File: src/logic/uep_pkg.sv
package uep_pkg;

  // ==========================================================================
  // bus and data widths
  localparam int ADDR_W = 16;
  localparam int DATA_W = 32;
  localparam int FIFO_DEPTH = 4;
  localparam int LVL_W = 3;

  // ==========================================================================
  // register byte offsets
  localparam logic [ADDR_W-1:0] OFF_EP0_TX_STATUS = 16'h1010;
  localparam logic [ADDR_W-1:0] OFF_EP0_RX_CONTROL = 16'h1014;
  localparam logic [ADDR_W-1:0] OFF_EP0_RX_STATUS = 16'h1018;
  localparam logic [ADDR_W-1:0] OFF_EP0_RX_FIFO_PORT = 16'h101c;
  localparam logic [ADDR_W-1:0] OFF_EP0_TX_FIFO_PORT = 16'h1020;
  localparam logic [ADDR_W-1:0] OFF_EP1_CONTROL = 16'h1024;
  localparam logic [ADDR_W-1:0] OFF_EP1_STATUS = 16'h1028;
  localparam logic [ADDR_W-1:0] OFF_EP1_TX_FIFO_PORT = 16'h102c;

  // ==========================================================================
  // control field positions
  localparam int BIT_ENDPOINT_ON = 0;
  localparam int BIT_LAST_DATA_LOADED = 1;
  localparam int BIT_STALL_REQUEST = 2;
  localparam int BIT_DATA_TOGGLE_SELECT = 3;
  localparam int BIT_BYTE_EN_LO = 4;
  localparam int BIT_FLUSH = 8;

  // status field positions
  localparam int BIT_ST_ACK = 0;
  localparam int BIT_ST_CRC = 1;
  localparam int BIT_ST_TIMEOUT = 2;
  localparam int BIT_ST_END = 3;
  localparam int BIT_ST_PID = 4;
  localparam int BIT_ST_SETUP = 5;
  localparam int BIT_ST_OVERRUN = 6;
  localparam int BIT_ST_NAK = 7;
  localparam int BIT_LEVEL_LO = 9;
  localparam int BIT_LAST_BYTES_LO = 12;

  // ==========================================================================
  // reset values
  localparam logic [7:0] RST_STATUS = 8'h00;
  localparam logic [3:0] RST_BYTE_EN = 4'hf;
  localparam logic [1:0] RST_LAST_BYTES = 2'h0;

  // ==========================================================================
  // bit clock enable: one bit period is a least time, so round up
  localparam int CLK_HZ = 200_000_000;
  localparam int BIT_CLK_HZ = 12_000_000;
  localparam int BIT_DIV = (CLK_HZ + BIT_CLK_HZ - 1) / BIT_CLK_HZ;
  localparam logic [4:0] BIT_DIV_LAST = 5'(BIT_DIV - 1);

  // ==========================================================================
  // serial engine side carriers
  typedef struct packed {
    logic              tokenValid;   // token-valid strobe, level
    logic              tokenEp1;     // token addresses endpoint 1
    logic              tokenSetup;   // token is SETUP (else OUT/IN)
    logic              rxValid;      // one received doubleword
    logic [DATA_W-1:0] rxData;       // received doubleword
    logic              rxLast;       // final doubleword of packet
    logic [1:0]        rxLastBytes;  // valid bytes code of final word
    logic              rxPid1;       // received data PID was DATA1
    logic              ep0TxTake;    // engine takes endpoint 0 word
    logic              ep1TxTake;    // engine takes endpoint 1 word
    logic              ackSent;      // ACK sent to host
    logic              ackReceived;  // ACK received from host
    logic              crcError;     // CRC error seen
    logic              timeoutFlag;  // device timeout
    logic              nakIssued;    // NAK issued this transaction
    logic              transactionEnd; // end of transaction, level
  } uep_sie_in_t;

  typedef struct packed {
    logic              stallEp0;     // stall current endpoint 0 transaction
    logic              stallEp1;     // stall current endpoint 1 transaction
    logic              withholdAck;  // do not ACK (receive overrun)
    logic              ctrlEpReceiveOverrun;  // endpoint 0 receive error
    logic              intrEpTransmitOverrun; // endpoint 1 transmit error
    logic              forceStuffError;       // corrupt outgoing packet
    logic              ep0TxValid;   // endpoint 0 word available
    logic [DATA_W-1:0] ep0TxData;    // endpoint 0 head word
    logic              ep1Ready;     // endpoint 1 on and data complete
    logic              ep1TxValid;   // endpoint 1 word available
    logic [DATA_W-1:0] ep1TxData;    // endpoint 1 head word
    logic              ep1TxLast;    // head word is the final one
    logic [3:0]        ep1ByteEn;    // valid bytes of final word
    logic              ep1Pid1;      // send with DATA1 PID
  } uep_sie_out_t;

endpackage

File: src/logic/uep_endpoints.sv
// Our own choice: the APB interface to the registers.
`timescale 1ns/10ps
// What this block does
// - endpoint 0 transmit level reports free slots
// - stall request needs one bit clock lead
// - receive flush bit empties fifo, self-clears
// - low status byte updates at transaction end, except overrun bit 6
// - writing one clears low status bits
// - endpoint 0 receive ACK sent sets bit 0
// - CRC and timeout flags unless NAKed
// - receive data PID recorded in bit 4
// - bit 5 marks SETUP versus OUT token
// - receive overrun sets bit 6, withholds ACK
// - NAK bit sets on NAK, read clears
// - receive level field reports free slots
// - valid bytes of final received doubleword
// - read port pops receive fifo
// - write port pushes endpoint 0 transmit fifo
// - endpoint 1 enable off resets fifo, state
// - last data flag cleared after acknowledged send
// - toggle select picks DATA0 or DATA1
// - byte enables mark final transmit doubleword
// - transmit flush bit empties fifo, self-clears
// - endpoint 1 ACK received sets bit 0
// - transmit overrun flags error, forces stuff error
module uep_endpoints
  import uep_pkg::*;
(
  input  wire logic                       clk,      // 200 MHz system clock
  input  wire logic                       reset,    // sync reset, active high
  input  wire logic                       psel,     // apb select
  input  wire logic                       penable,  // apb access phase
  input  wire logic                       pwrite,   // apb write
  input  wire logic [uep_pkg::ADDR_W-1:0] paddr,    // apb byte address
  input  wire logic [uep_pkg::DATA_W-1:0] pwdata,   // apb write data
  output logic      [uep_pkg::DATA_W-1:0] prdata,   // apb read data
  output logic                            pready,   // apb ready
  output logic                            pslverr,  // apb error, unmapped
  input  wire uep_pkg::uep_sie_in_t       sieIn,    // from serial engine
  output uep_pkg::uep_sie_out_t           sieOut    // to serial engine
);

  // ==========================================================================
  // declarations
  logic [4:0]        bitCnt;
  logic              bitTick;
  logic              setupPh;
  logic              accessPh;
  logic              wrAcc;
  logic              rdAcc;
  logic              mapped;
  logic [DATA_W-1:0] rdMux;
  logic              tokDly;
  logic              tokRise;
  logic              endDly;
  logic              endRise;
  logic              curEp1;
  logic              curSetup;
  logic              ep0StallReq;
  logic              ep0Flush;
  logic              ep0StallArm;
  logic              ep1StallArm;
  logic              ep1On;
  logic              ep1LastLoaded;
  logic              ep1StallReq;
  logic              ep1Toggle;
  logic [3:0]        ep1ByteEn;
  logic              ep1Flush;
  logic [7:0]        rxStat;
  logic [1:0]        rxLastBytes;
  logic [7:0]        ep1Stat;
  logic              rxOverrunNow;
  logic              txOverrunNow;
  logic              rxOverrunTxn;
  logic              txOverrunTxn;
  logic [7:0]        wrClr;
  logic [DATA_W-1:0] rxHead;
  logic [LVL_W-1:0]  rxCount;
  logic              rxFull;
  logic              rxEmpty;
  logic [DATA_W-1:0] tx0Head;
  logic [LVL_W-1:0]  tx0Count;
  logic              tx0Empty;
  logic [DATA_W-1:0] tx1Head;
  logic [LVL_W-1:0]  tx1Count;
  logic              tx1Empty;
  logic              rxPush;
  logic              rxPop;
  logic              tx0Push;
  logic              tx1Push;
  logic              tx1Pop;

  // ==========================================================================
  // apb decode; zero wait states, read data latched in the setup phase
  assign pready = 1'b1;
  assign setupPh = psel && !penable;
  assign accessPh = psel && penable;
  assign wrAcc = accessPh && pwrite;
  assign rdAcc = accessPh && !pwrite;
  assign wrClr = pwdata[7:0];

  always_comb begin
    mapped = 1'b1;
    rdMux = '0;
    if (paddr == OFF_EP0_TX_STATUS) begin
      rdMux[BIT_LEVEL_LO +: LVL_W] = LVL_W'(FIFO_DEPTH) - tx0Count;
    end else if (paddr == OFF_EP0_RX_CONTROL) begin
      rdMux[BIT_STALL_REQUEST] = ep0StallReq;
      rdMux[BIT_FLUSH] = ep0Flush;
    end else if (paddr == OFF_EP0_RX_STATUS) begin
      rdMux[7:0] = rxStat;
      rdMux[BIT_LEVEL_LO +: LVL_W] = LVL_W'(FIFO_DEPTH) - rxCount;
      rdMux[BIT_LAST_BYTES_LO +: 2] = rxLastBytes;
    end else if (paddr == OFF_EP0_RX_FIFO_PORT) begin
      rdMux = rxEmpty ? '0 : rxHead;
    end else if (paddr == OFF_EP0_TX_FIFO_PORT) begin
      rdMux = '0;
    end else if (paddr == OFF_EP1_CONTROL) begin
      rdMux[BIT_ENDPOINT_ON] = ep1On;
      rdMux[BIT_LAST_DATA_LOADED] = ep1LastLoaded;
      rdMux[BIT_STALL_REQUEST] = ep1StallReq;
      rdMux[BIT_DATA_TOGGLE_SELECT] = ep1Toggle;
      rdMux[BIT_BYTE_EN_LO +: 4] = ep1ByteEn;
      rdMux[BIT_FLUSH] = ep1Flush;
    end else if (paddr == OFF_EP1_STATUS) begin
      rdMux[7:0] = ep1Stat;
    end else if (paddr == OFF_EP1_TX_FIFO_PORT) begin
      rdMux = '0;
    end else begin
      mapped = 1'b0;
    end
  end

  // read data and error held through the access phase
  always_ff @(posedge clk) begin
    if (reset) begin
      prdata <= '0;
      pslverr <= 1'b0;
    end else if (setupPh) begin
      prdata <= pwrite ? '0 : rdMux;
      pslverr <= !mapped;
    end
  end

  // ==========================================================================
  // bit clock enable divider
  assign bitTick = (bitCnt == BIT_DIV_LAST);

  always_ff @(posedge clk) begin
    if (reset || bitTick) begin
      bitCnt <= 5'h0;
    end else begin
      bitCnt <= bitCnt + 5'h1;
    end
  end

  // ==========================================================================
  // token and transaction end edges, transaction context
  assign tokRise = sieIn.tokenValid && !tokDly;
  assign endRise = sieIn.transactionEnd && !endDly;

  always_ff @(posedge clk) begin
    if (reset) begin
      tokDly <= 1'b0;
      endDly <= 1'b0;
      curEp1 <= 1'b0;
      curSetup <= 1'b0;
    end else begin
      tokDly <= sieIn.tokenValid;
      endDly <= sieIn.transactionEnd;
      if (tokRise) begin
        curEp1 <= sieIn.tokenEp1;
        curSetup <= sieIn.tokenSetup;
      end
    end
  end

  // ==========================================================================
  // stall decisions: a request seen on a bit clock tick before the token
  // rises stalls this transaction; a later one is armed for the next
  always_ff @(posedge clk) begin
    if (reset) begin
      ep0StallArm <= 1'b0;
      ep1StallArm <= 1'b0;
      sieOut.stallEp0 <= 1'b0;
      sieOut.stallEp1 <= 1'b0;
    end else begin
      if (bitTick) begin
        ep0StallArm <= ep0StallReq;
        ep1StallArm <= ep1StallReq && ep1On;
      end
      if (tokRise) begin
        sieOut.stallEp0 <= ep0StallArm && !sieIn.tokenEp1;
        sieOut.stallEp1 <= ep1StallArm && sieIn.tokenEp1;
      end else if (endRise) begin
        sieOut.stallEp0 <= 1'b0;
        sieOut.stallEp1 <= 1'b0;
      end
    end
  end

  // ==========================================================================
  // endpoint 0 receive control
  always_ff @(posedge clk) begin
    if (reset) begin
      ep0StallReq <= 1'b0;
      ep0Flush <= 1'b0;
    end else if (wrAcc && paddr == OFF_EP0_RX_CONTROL) begin
      ep0StallReq <= pwdata[BIT_STALL_REQUEST];
      ep0Flush <= pwdata[BIT_FLUSH];
    end else if (ep0Flush && rxEmpty) begin
      // flush done, bit returns to zero
      ep0Flush <= 1'b0;
    end
  end

  // ==========================================================================
  // endpoint 0 receive fifo; serial engine fills, read port drains
  assign rxPush = sieIn.rxValid && !curEp1;
  // push into a full fifo is an overrun, except under a SETUP token
  assign rxOverrunNow = rxPush && rxFull && !curSetup;
  // each port read pops one doubleword
  assign rxPop = rdAcc && paddr == OFF_EP0_RX_FIFO_PORT;

  uep_fifo rxFifo (
    .clk    (clk),
    .reset  (reset),
    .flush  (ep0Flush),
    .wrEn   (rxPush),
    .wrData (sieIn.rxData),
    .rdEn   (rxPop),
    .rdData (rxHead),
    .count  (rxCount),
    .full   (rxFull),
    .empty  (rxEmpty)
  );

  // ==========================================================================
  // endpoint 0 transmit fifo; write port fills, serial engine drains
  // each port write pushes one doubleword
  assign tx0Push = wrAcc && paddr == OFF_EP0_TX_FIFO_PORT;

  uep_fifo tx0Fifo (
    .clk    (clk),
    .reset  (reset),
    .flush  (1'b0),
    .wrEn   (tx0Push),
    .wrData (pwdata),
    .rdEn   (sieIn.ep0TxTake),
    .rdData (tx0Head),
    .count  (tx0Count),
    .full   (),
    .empty  (tx0Empty)
  );

  assign sieOut.ep0TxValid = !tx0Empty;
  assign sieOut.ep0TxData = tx0Head;

  // ==========================================================================
  // endpoint 0 receive status; hardware set wins over a software clear
  always_ff @(posedge clk) begin
    if (reset) begin
      rxStat <= RST_STATUS;
      rxLastBytes <= RST_LAST_BYTES;
      rxOverrunTxn <= 1'b0;
    end else begin
      if (sieIn.rxValid && sieIn.rxLast && !curEp1) begin
        rxLastBytes <= sieIn.rxLastBytes;
      end
      // error held for the rest of the transaction
      if (rxOverrunNow) begin
        rxOverrunTxn <= 1'b1;
      end else if (endRise) begin
        rxOverrunTxn <= 1'b0;
      end
      // write one to clear; a read also clears the NAK bit
      if (wrAcc && paddr == OFF_EP0_RX_STATUS) begin
        rxStat <= rxStat & ~wrClr;
      end else if (rdAcc && paddr == OFF_EP0_RX_STATUS) begin
        rxStat[BIT_ST_NAK] <= 1'b0;
      end
      // bits 0 to 5 captured at the transaction end edge
      if (endRise && !curEp1) begin
        rxStat[BIT_ST_ACK] <= sieIn.ackSent;
        rxStat[BIT_ST_CRC] <= sieIn.crcError && !sieIn.nakIssued;
        rxStat[BIT_ST_TIMEOUT] <= sieIn.timeoutFlag && !sieIn.nakIssued;
        rxStat[BIT_ST_END] <= 1'b1;
        if (!sieIn.nakIssued) begin
          rxStat[BIT_ST_PID] <= sieIn.rxPid1;
        end
        rxStat[BIT_ST_SETUP] <= curSetup;
      end
      if (rxOverrunNow) begin
        rxStat[BIT_ST_OVERRUN] <= 1'b1;
      end
      if (endRise && !curEp1 && sieIn.nakIssued) begin
        rxStat[BIT_ST_NAK] <= 1'b1;
      end
    end
  end

  assign sieOut.ctrlEpReceiveOverrun = rxOverrunTxn;
  assign sieOut.withholdAck = rxOverrunTxn;

  // ==========================================================================
  // endpoint 1 control
  always_ff @(posedge clk) begin
    if (reset) begin
      ep1On <= 1'b0;
      ep1LastLoaded <= 1'b0;
      ep1StallReq <= 1'b0;
      ep1Toggle <= 1'b0;
      ep1ByteEn <= RST_BYTE_EN;
      ep1Flush <= 1'b0;
    end else if (wrAcc && paddr == OFF_EP1_CONTROL) begin
      ep1On <= pwdata[BIT_ENDPOINT_ON];
      ep1LastLoaded <= pwdata[BIT_LAST_DATA_LOADED] && pwdata[BIT_ENDPOINT_ON];
      ep1StallReq <= pwdata[BIT_STALL_REQUEST];
      ep1Toggle <= pwdata[BIT_DATA_TOGGLE_SELECT];
      // byte enables of the final doubleword
      ep1ByteEn <= pwdata[BIT_BYTE_EN_LO +: 4];
      ep1Flush <= pwdata[BIT_FLUSH];
    end else begin
      // disabled endpoint holds no pending data
      if (!ep1On) begin
        ep1LastLoaded <= 1'b0;
      end else if (endRise && curEp1 && sieIn.ackReceived && tx1Empty) begin
        ep1LastLoaded <= 1'b0;
      end
      // flush done, bit returns to zero
      if (ep1Flush && tx1Empty) begin
        ep1Flush <= 1'b0;
      end
    end
  end

  // ==========================================================================
  // endpoint 1 transmit fifo
  assign tx1Push = wrAcc && paddr == OFF_EP1_TX_FIFO_PORT && ep1On;
  assign tx1Pop = sieIn.ep1TxTake && curEp1;
  // engine pulls a word that is not there
  assign txOverrunNow = tx1Pop && tx1Empty;

  // disable clears the fifo; so does the flush bit
  uep_fifo tx1Fifo (
    .clk    (clk),
    .reset  (reset),
    .flush  (ep1Flush || !ep1On),
    .wrEn   (tx1Push),
    .wrData (pwdata),
    .rdEn   (tx1Pop),
    .rdData (tx1Head),
    .count  (tx1Count),
    .full   (),
    .empty  (tx1Empty)
  );

  assign sieOut.ep1Ready = ep1On && ep1LastLoaded;
  assign sieOut.ep1TxValid = ep1On && !tx1Empty;
  assign sieOut.ep1TxData = tx1Head;
  // final word once the cpu has marked data complete
  assign sieOut.ep1TxLast = ep1LastLoaded && (tx1Count == 3'h1);
  assign sieOut.ep1ByteEn = ep1ByteEn;
  // PID chosen by the toggle select bit
  assign sieOut.ep1Pid1 = ep1Toggle;

  // ==========================================================================
  // endpoint 1 status; hardware set wins over a software clear
  always_ff @(posedge clk) begin
    if (reset || !ep1On) begin
      ep1Stat <= RST_STATUS;
      txOverrunTxn <= 1'b0;
    end else begin
      // error and forced stuff error for the transaction
      if (txOverrunNow) begin
        txOverrunTxn <= 1'b1;
      end else if (endRise) begin
        txOverrunTxn <= 1'b0;
      end
      if (wrAcc && paddr == OFF_EP1_STATUS) begin
        ep1Stat <= ep1Stat & ~wrClr;
      end
      // captured at the transaction end edge
      if (endRise && curEp1) begin
        ep1Stat[BIT_ST_ACK] <= sieIn.ackReceived;
        ep1Stat[BIT_ST_CRC] <= sieIn.crcError && !sieIn.nakIssued;
        ep1Stat[BIT_ST_TIMEOUT] <= sieIn.timeoutFlag && !sieIn.nakIssued;
        ep1Stat[BIT_ST_END] <= 1'b1;
        if (sieIn.nakIssued) begin
          ep1Stat[BIT_ST_NAK] <= 1'b1;
        end
      end
      if (txOverrunNow) begin
        ep1Stat[BIT_ST_OVERRUN] <= 1'b1;
      end
    end
  end

  // transmit error and forced stuff error
  assign sieOut.intrEpTransmitOverrun = txOverrunTxn;
  assign sieOut.forceStuffError = txOverrunTxn;

endmodule

File: src/logic/uep_fifo.sv
`timescale 1ns/10ps
module uep_fifo
  import uep_pkg::*;
(
  input  wire logic                     clk,      // system clock
  input  wire logic                     reset,    // sync reset, active high
  input  wire logic                     flush,    // empty the fifo
  input  wire logic                     wrEn,     // push request
  input  wire logic [uep_pkg::DATA_W-1:0] wrData, // push data
  input  wire logic                     rdEn,     // pop request
  output logic      [uep_pkg::DATA_W-1:0] rdData, // head word
  output logic      [uep_pkg::LVL_W-1:0]  count,  // stored entries 0..4
  output logic                          full,     // four entries held
  output logic                          empty     // nothing held
);

  logic [DATA_W-1:0] mem [FIFO_DEPTH];
  logic [1:0]        wrPtr;
  logic [1:0]        rdPtr;
  logic              doWr;
  logic              doRd;

  // a push to a full or pop from an empty fifo is dropped, never wraps
  assign doWr = wrEn && !full;
  assign doRd = rdEn && !empty;
  assign full = (count == LVL_W'(FIFO_DEPTH));
  assign empty = (count == '0);
  assign rdData = mem[rdPtr];

  // ==========================================================================
  // pointers and count
  always_ff @(posedge clk) begin
    if (reset || flush) begin
      wrPtr <= 2'h0;
      rdPtr <= 2'h0;
      count <= '0;
    end else begin
      if (doWr) begin
        wrPtr <= wrPtr + 2'h1;
      end
      if (doRd) begin
        rdPtr <= rdPtr + 2'h1;
      end
      if (doWr && !doRd) begin
        count <= count + 3'h1;
      end else if (doRd && !doWr) begin
        count <= count - 3'h1;
      end
    end
  end

  // storage needs no reset, reads are gated by count
  always_ff @(posedge clk) begin
    if (doWr) begin
      mem[wrPtr] <= wrData;
    end
  end

endmodule

File: config.mk
export PLATFORM = sky130hd
export DESIGN_NAME = uep_endpoints
export DESIGN_NICKNAME = d
export VERILOG_FILES = /design/src/logic/uep_pkg.sv /design/src/logic/uep_endpoints.sv /design/src/logic/uep_fifo.sv
export SDC_FILE = /design/constraint.sdc
export NUM_CORES = 1
export LEC_CHECK = 0
export ABC_CLOCK_PERIOD_IN_PS = 3400
export BUFFER_PORTS_ARGS = -buffer_cell sky130_fd_sc_hd__buf_4
export CAP_MARGIN = 5
export CORE_MARGIN = 2
export CORE_UTILIZATION = 55
export CTS_BUF_LIST = sky130_fd_sc_hd__clkbuf_8 sky130_fd_sc_hd__clkbuf_16
export DETAILED_ROUTE_END_ITERATION = 16
export GPL_TIMING_DRIVEN = 0
export PLACE_DENSITY_LB_ADDON = 0.3
export SLEW_MARGIN = 10
export SYNTH_ARGS = -nofsm -noshare
export SYNTH_HDL_FRONTEND = slang
export SYNTH_HIERARCHICAL = 1
export SYNTH_SLANG_ARGS = --single-unit
File: constraint.sdc
create_clock -name clk -period 3.4 [get_ports clk]
set_input_delay 0.17 -clock clk [delete_from_list [all_inputs] [get_ports clk]]
set_output_delay 0.17 -clock clk [all_outputs]
set_load 0.02 [all_outputs]
After elaboration in Yosys (flattened, before gate mapping)
Memories as Yosys holds them, arrays and structs flattened. A register that Yosys moved wholly into a read port is not among the register bits.
Index checks and enable logic that the tools add are counted.
{"block": "totals", "mem_count": 3, "register_bits": 98, "wordCells": 244, "input_bits": 101, "mem_bits_rw": 384}
{"name": "rxFifo.mem", "words": 4, "word_bits": 32, "read_ports": 1, "rd_ports_with_merged_regs": 1, "write_ports": 1, "line_no": "uep_fifo.sv:17", "text": "logic [DATA_W-1:0] mem [FIFO_DEPTH];"}
{"name": "tx0Fifo.mem", "words": 4, "word_bits": 32, "read_ports": 1, "rd_ports_with_merged_regs": 1, "write_ports": 1, "line_no": "uep_fifo.sv:17"}
{"name": "tx1Fifo.mem", "words": 4, "word_bits": 32, "read_ports": 1, "rd_ports_with_merged_regs": 1, "write_ports": 1, "line_no": "uep_fifo.sv:17"}
{"block": "op_classes", "reduce_logical": 93, "addsub": 15, "n_mux": 77, "bitwise_logic": 3, "n_eq_ne": 14}
{"operator": "$mux 32", "count": 11}
{"operator": "$eq 16x13->1 const B", "count": 8}
{"operator": "$logic_and 1x1->1", "count": 50}
{"operator": "$mux 23", "count": 2}
{"operator": "$mux 1", "count": 35}
{"operator": "$mux 24", "count": 1}
{"operator": "$mux 8", "count": 3}
{"operator": "$reduce_bool 2->1", "count": 12}
{"operator": "$logic_not 1->1", "count": 22}
{"operator": "$mux 3", "count": 7}
{"operator": "$mux 20", "count": 1}
{"operator": "$mux 18", "count": 1}
{"operator": "$mux 2", "count": 9}
{"operator": "$mux 9", "count": 2}
{"operator": "$and 8x8->8", "count": 2}
{"operator": "$add 2x1->2 const B", "count": 6}
{"operator": "$mux 5", "count": 2}
{"operator": "$add 3x1->3 const B", "count": 3}
{"operator": "$eq 3x3->1 const B", "count": 3}
{"operator": "$logic_not 3->1", "count": 3}
{"operator": "$sub 3x1->3 const B", "count": 3}
{"operator": "$not 8->8", "count": 1}
{"operator": "$mux 7", "count": 1}
{"operator": "$mux 6", "count": 1}
{"operator": "8 further kinds", "count": 13}

Depth between registers and ports, before layout
{"block": "depth", "depth_word": 16, "mapped_depth": 11}

By module
Netlist, hierarchy kept.
{"mod": "uep_fifo", "seq_area_each_um2": 4023.9, "cells_each": 217, "area_per_inst_um2": 5084.9, "n_inst": 3}
{"mod": "uep_endpoints", "seq_area_each_um2": 1541.5, "cells_each": 422, "area_per_inst_um2": 3622.2, "n_inst": 1}

Worst setup path before layout
No wires, ideal clock.
{"block": "synth_path", "kind": "input port to flip-flop", "start": "input port paddr[9] (netlist name)", "end": "register tx1Fifo/count[2] (netlist name)", "arrival_ps": 2913, "path_slack_ps": 417, "path_buffers": 0, "stages": 10, "setup_ps": 70, "path_cell_list": "nor4_4 nand4_1 nor3_1 and2_4 ha_1 inv_1 fa_1 xor2_1 or3_2 a21oi_1"}
{"block": "synth_via", "elab_chain_len": 7, "word_cells_on_any_way": 9, "classes_between": "eq/ne: 1; mux: 1; reduce/logical: 7"}
{"element": "start, declared", "line_no": "uep_endpoints.sv:34", "text": "input wire logic [uep_pkg::ADDR_W-1:0] paddr,"}
{"element": "$eq 16x13->1 (*)", "line_no": "uep_endpoints.sv:339", "text": "assign tx1Push = wrAcc && paddr == OFF_EP1_TX_FIFO_PORT && ep1On;"}
{"element": "$logic_and 1x1->1 (*) (2 in series)", "line_no": "uep_endpoints.sv:339"}
{"element": "via tx1Push", "line_no": "uep_endpoints.sv:90", "text": "logic tx1Push;"}
{"element": "$logic_and 1x1->1 (*)", "line_no": "uep_fifo.sv:24", "text": "assign doWr = wrEn && !full;"}
{"element": "via tx1Fifo.doWr", "line_no": "uep_fifo.sv:20", "text": "logic doWr;"}
{"element": "$logic_not 1->1", "line_no": "uep_fifo.sv:46", "text": "end else if (doRd && !doWr) begin"}
{"element": "$logic_and 1x1->1", "line_no": "uep_fifo.sv:46"}
{"element": "$reduce_bool 2->1 (no source line)"}
{"element": "end signal, assigned", "line_no": "uep_fifo.sv:45", "text": "count <= count + 3'h1;"}
{"element": "end signal, assigned", "line_no": "uep_fifo.sv:47", "text": "count <= count - 3'h1;"}
{"element": "end, declared", "line_no": "uep_fifo.sv:12", "text": "output logic [uep_pkg::LVL_W-1:0] count,"}
Mark *: on every way through the listed nets, which the timed path passes. The rest lies on a longest branch.
A chain may end at the register's enable or synchronous reset.

Worst setup path after layout
{"block": "layout_path", "start": "input port paddr[4] (netlist name)", "end": "register tx0Fifo/count[2] (netlist name)"}
{"block": "layout_via", "elab_chain_len": 6, "word_cells_on_any_way": 8, "classes_between": "eq/ne: 1; mux: 1; reduce/logical: 6"}
{"element": "$eq 16x13->1 (*)", "line_no": "uep_endpoints.sv:241", "text": "assign tx0Push = wrAcc && paddr == OFF_EP0_TX_FIFO_PORT;"}
{"element": "$logic_and 1x1->1 (*)", "line_no": "uep_endpoints.sv:241"}
{"element": "via tx0Push", "line_no": "uep_endpoints.sv:89", "text": "logic tx0Push;"}
{"element": "$logic_and 1x1->1 (*)", "line_no": "uep_fifo.sv:24"}
{"element": "via tx0Fifo.doWr", "line_no": "uep_fifo.sv:20"}
{"element": "$logic_not 1->1", "line_no": "uep_fifo.sv:46"}
{"element": "$logic_and 1x1->1", "line_no": "uep_fifo.sv:46"}
{"element": "$reduce_bool 2->1 (no source line)"}
{"element": "end signal, assigned", "line_no": "uep_fifo.sv:45"}
{"element": "end signal, assigned", "line_no": "uep_fifo.sv:47"}
{"element": "end, declared", "line_no": "uep_fifo.sv:12"}
Marks and branches as above.

==> impl_metrics.toml <==
[critical_path]
crit_cells = 11
cp-endpoint = "tx0Fifo/count[2]$_SDFFE_PP0P_"
cp_slowest_stage_delay_ns = 0.69
cp_max_fo = 8
r2r_cells = 9
crit_chain = "buf_4 > nor4b_1 > nand4_1 > nor3_1 > and2_4 > ha_1 > inv_1 > fa_1 > xor2_1 > or3_2 > a21oi_1"
cp_data_arrival_time_ns = 3.72
worstPathRequired_ns = 3.90
end_kind = "flip-flop"
timing_worst_setup_path_type = "in2reg"
crit_path_start_kind = "input pin"
crit_start = "paddr[4]"
reg2reg_to = "tx1Fifo/count[2]$_SDFFE_PP0P_"
r2r_slack_ns = 0.50
slowest_stage = "nor3_1"
crit-reg2reg-launch = "ep1On$_SDFFE_PP0P_"
path_buf_inv = 2
crit_family = "simple AND/OR/NAND/NOR gates"

[synth]
yosys_warnings = 6
syn_area_sq_mm = 0.0189
synth.avg_cell_area_sq_um = 17.6
postSynthCellCount = 1071

[clocking]
cts_htree_levels = 2
cts-root-buf = "clkbuf_16"
clk_pin_slew_ns = 0.06
clock_sinks = 488
cts.path.max_buffers = 3
clk_latency_ns = 0.57
cts_tree = "built"
cts_made_buffers = 47

[route]
met1_length_um = 16900
via_count = 10958
ant_nets = 0
routed_via_density = 5.76
first_iter_violations = 924
maxUsedRoutingLayer = "met4"
wl_met2_um = 21400
wl_per_cell_um = 22.2
drt_pass1_iterations = 5
totalWireLength_um = 42300
wl_met3_um = 3050
remaining_drc_errors = 0

[worst_hold_path]
min_path_cells = 5
min_path_type = "in2reg"

[die]
core_sq_mm = 0.0337
dieArea_sq_mm = 0.0358
die_w_um = 189
ios = 214
rows = 67
start_util_pct = 56.0
die_h_um = 189

[final_layout]
finish.instance_area_sq_mm = 0.0233
nets = 1538
fill_cells = 2155
drive_gt1_share_pct = 30.0
multi_input_area_sq_mm = 0.00490
register_area_sq_mm = 0.0136
synthToLayoutAreaGrowth_pct = 23.4

[power]
ir_worst_vdd_mv = 0.507
p_per_area_mw_per_mm2 = 514
cellLeakagePower_nw = 8.00

[sta]
slew_viol_final = 0
skew_ns = 0.0159
finalHoldViolations = 0
relSlewSlack_pct = 34.7
fmax_mhz = 310
worst_pin_slew_ns = 0.980
finalSetupViolations = 0
fin_crit_sh_pct = 94.8
rsz0062_at_grt = "false"
setup_tns_ns = 0
layout_min_cycle_time_ns = 3.22

[grt]
grt_overflow = 0
grt_use_total_pct = 23.8
grt_pass1_vias = 10912
antenna_found_initial = 1
grt_start_max_net_pins = 33
grt_pass1_wl_um = 64200

[placement]
dp_hpwl_um = 26800
gp_congestion = 0.871
place_area_sq_mm = 0.0210
port_buffers = 211

[run_status]
outcome = "completed"

[run]
cap_violations = 0
## worst min-delay path, delay by kind of cell
| family | cells | cell delay [ns] |
|---|---|---|
| AO/OA/AOI/OAI | 2 | 0.18 |
| AND/OR/NAND/NOR | 2 | 0.12 |
| buffers and inverters | 1 | 0.09 |
## through the flow
step                setup slack (ns)  instances  power, mW  utilization [%]  hold slack (ns)
finish                         0.178       1901       12.0             69.1           0.0368
global route                  0.0253       1901       12.3             69.1           0.0450
CTS                            0.232       1900       12.1             69.1          0.00520
detailed placement            -0.374       1731       7.21             62.4            0.373
global placement              -0.273       1731       7.19             62.4            0.369
floorplan                      0.417       1072       6.95                -            0.257
## per-layer routing
| layer | global-route usage [%] | vias to the layer above |
|---|---|---|
| met1 | 32.2 | 5497 |
| met4 | 6.47 | 0 |
| li1 | - | 4918 |
| met3 | 4.11 | 78 |
| met5 | 0 | - |
| met2 | 40.4 | 465 |
## cell usage in the layout (no fill, tap or decap), drive strengths merged, types with 41 or more instances in the layout
cell type,count
inv,41
buf,246
dlygate4sd3,83
edfxtp,384
nor2,72
clkbuf,66
mux4,96
nand2,41
a21oi,41
dfxtp,104
## flip-flops by register name, indices dropped and copies added (netlist names), 3 cells and up, named ones only
register	count
ep1Stat	8
tx1Fifo/count	3
rxFifo/mem	128
prdata	32
tx0Fifo/count	3
rxFifo/count	3
rxStat	8
ep1ByteEn	4
tx1Fifo/mem	128
bitCnt	5
tx0Fifo/mem	128
## report_power, final
| part | switching [mW] | leakage [nW] | total (mW) | internal, mW |
|---|---|---|---|---|
| clock | 2.13 | 0.766 | 4.82 | 2.68 |
| sequential | 0.0502 | 4.31 | 6.60 | 6.55 |
| combinational | 0.305 | 2.92 | 0.562 | 0.258 |
## timing repair
action / 4_1_cts / 5_1_grt
setup buffers: 0 / 0
hold buffers: 83 / 0
hold endpoints to repair: 418 / 0
resized for setup: 0 / 0
## cell type report
type / count / area share, %
Clock buffer: 51 / 5.29
Clock inverter: 35 / 0.908
Tap cell: 448 / 2.41
Timing Repair Buffer: 294 / 10.4
Inverter: 23 / 0.371
Buffer: 50 / 1.18
Multi-Input combinational cell: 511 / 21.0
Sequential cell: 488 / 58.4
Antenna cell: 1 / 0.0107
## worst min path at each step
stage | start | end | slack [ns]
CTS | penable | prdata[9]$_SDFFE_PP0P_ | 0.005
finish | paddr[10] | pslverr$_SDFFE_PP0P_ | 0.04
detailed placement | sieIn[32] | rxFifo/mem[1][20]$_DFFE_PP_ | 0.37
floorplan | pwdata[4] | ep1Stat[4]$_SDFFE_PP0N_ | 0.26
global route | penable | prdata[9]$_SDFFE_PP0P_ | 0.04
global placement | sieIn[28] | rxFifo/mem[1][16]$_DFFE_PP_ | 0.37
(Power assumes the default switching activity.)
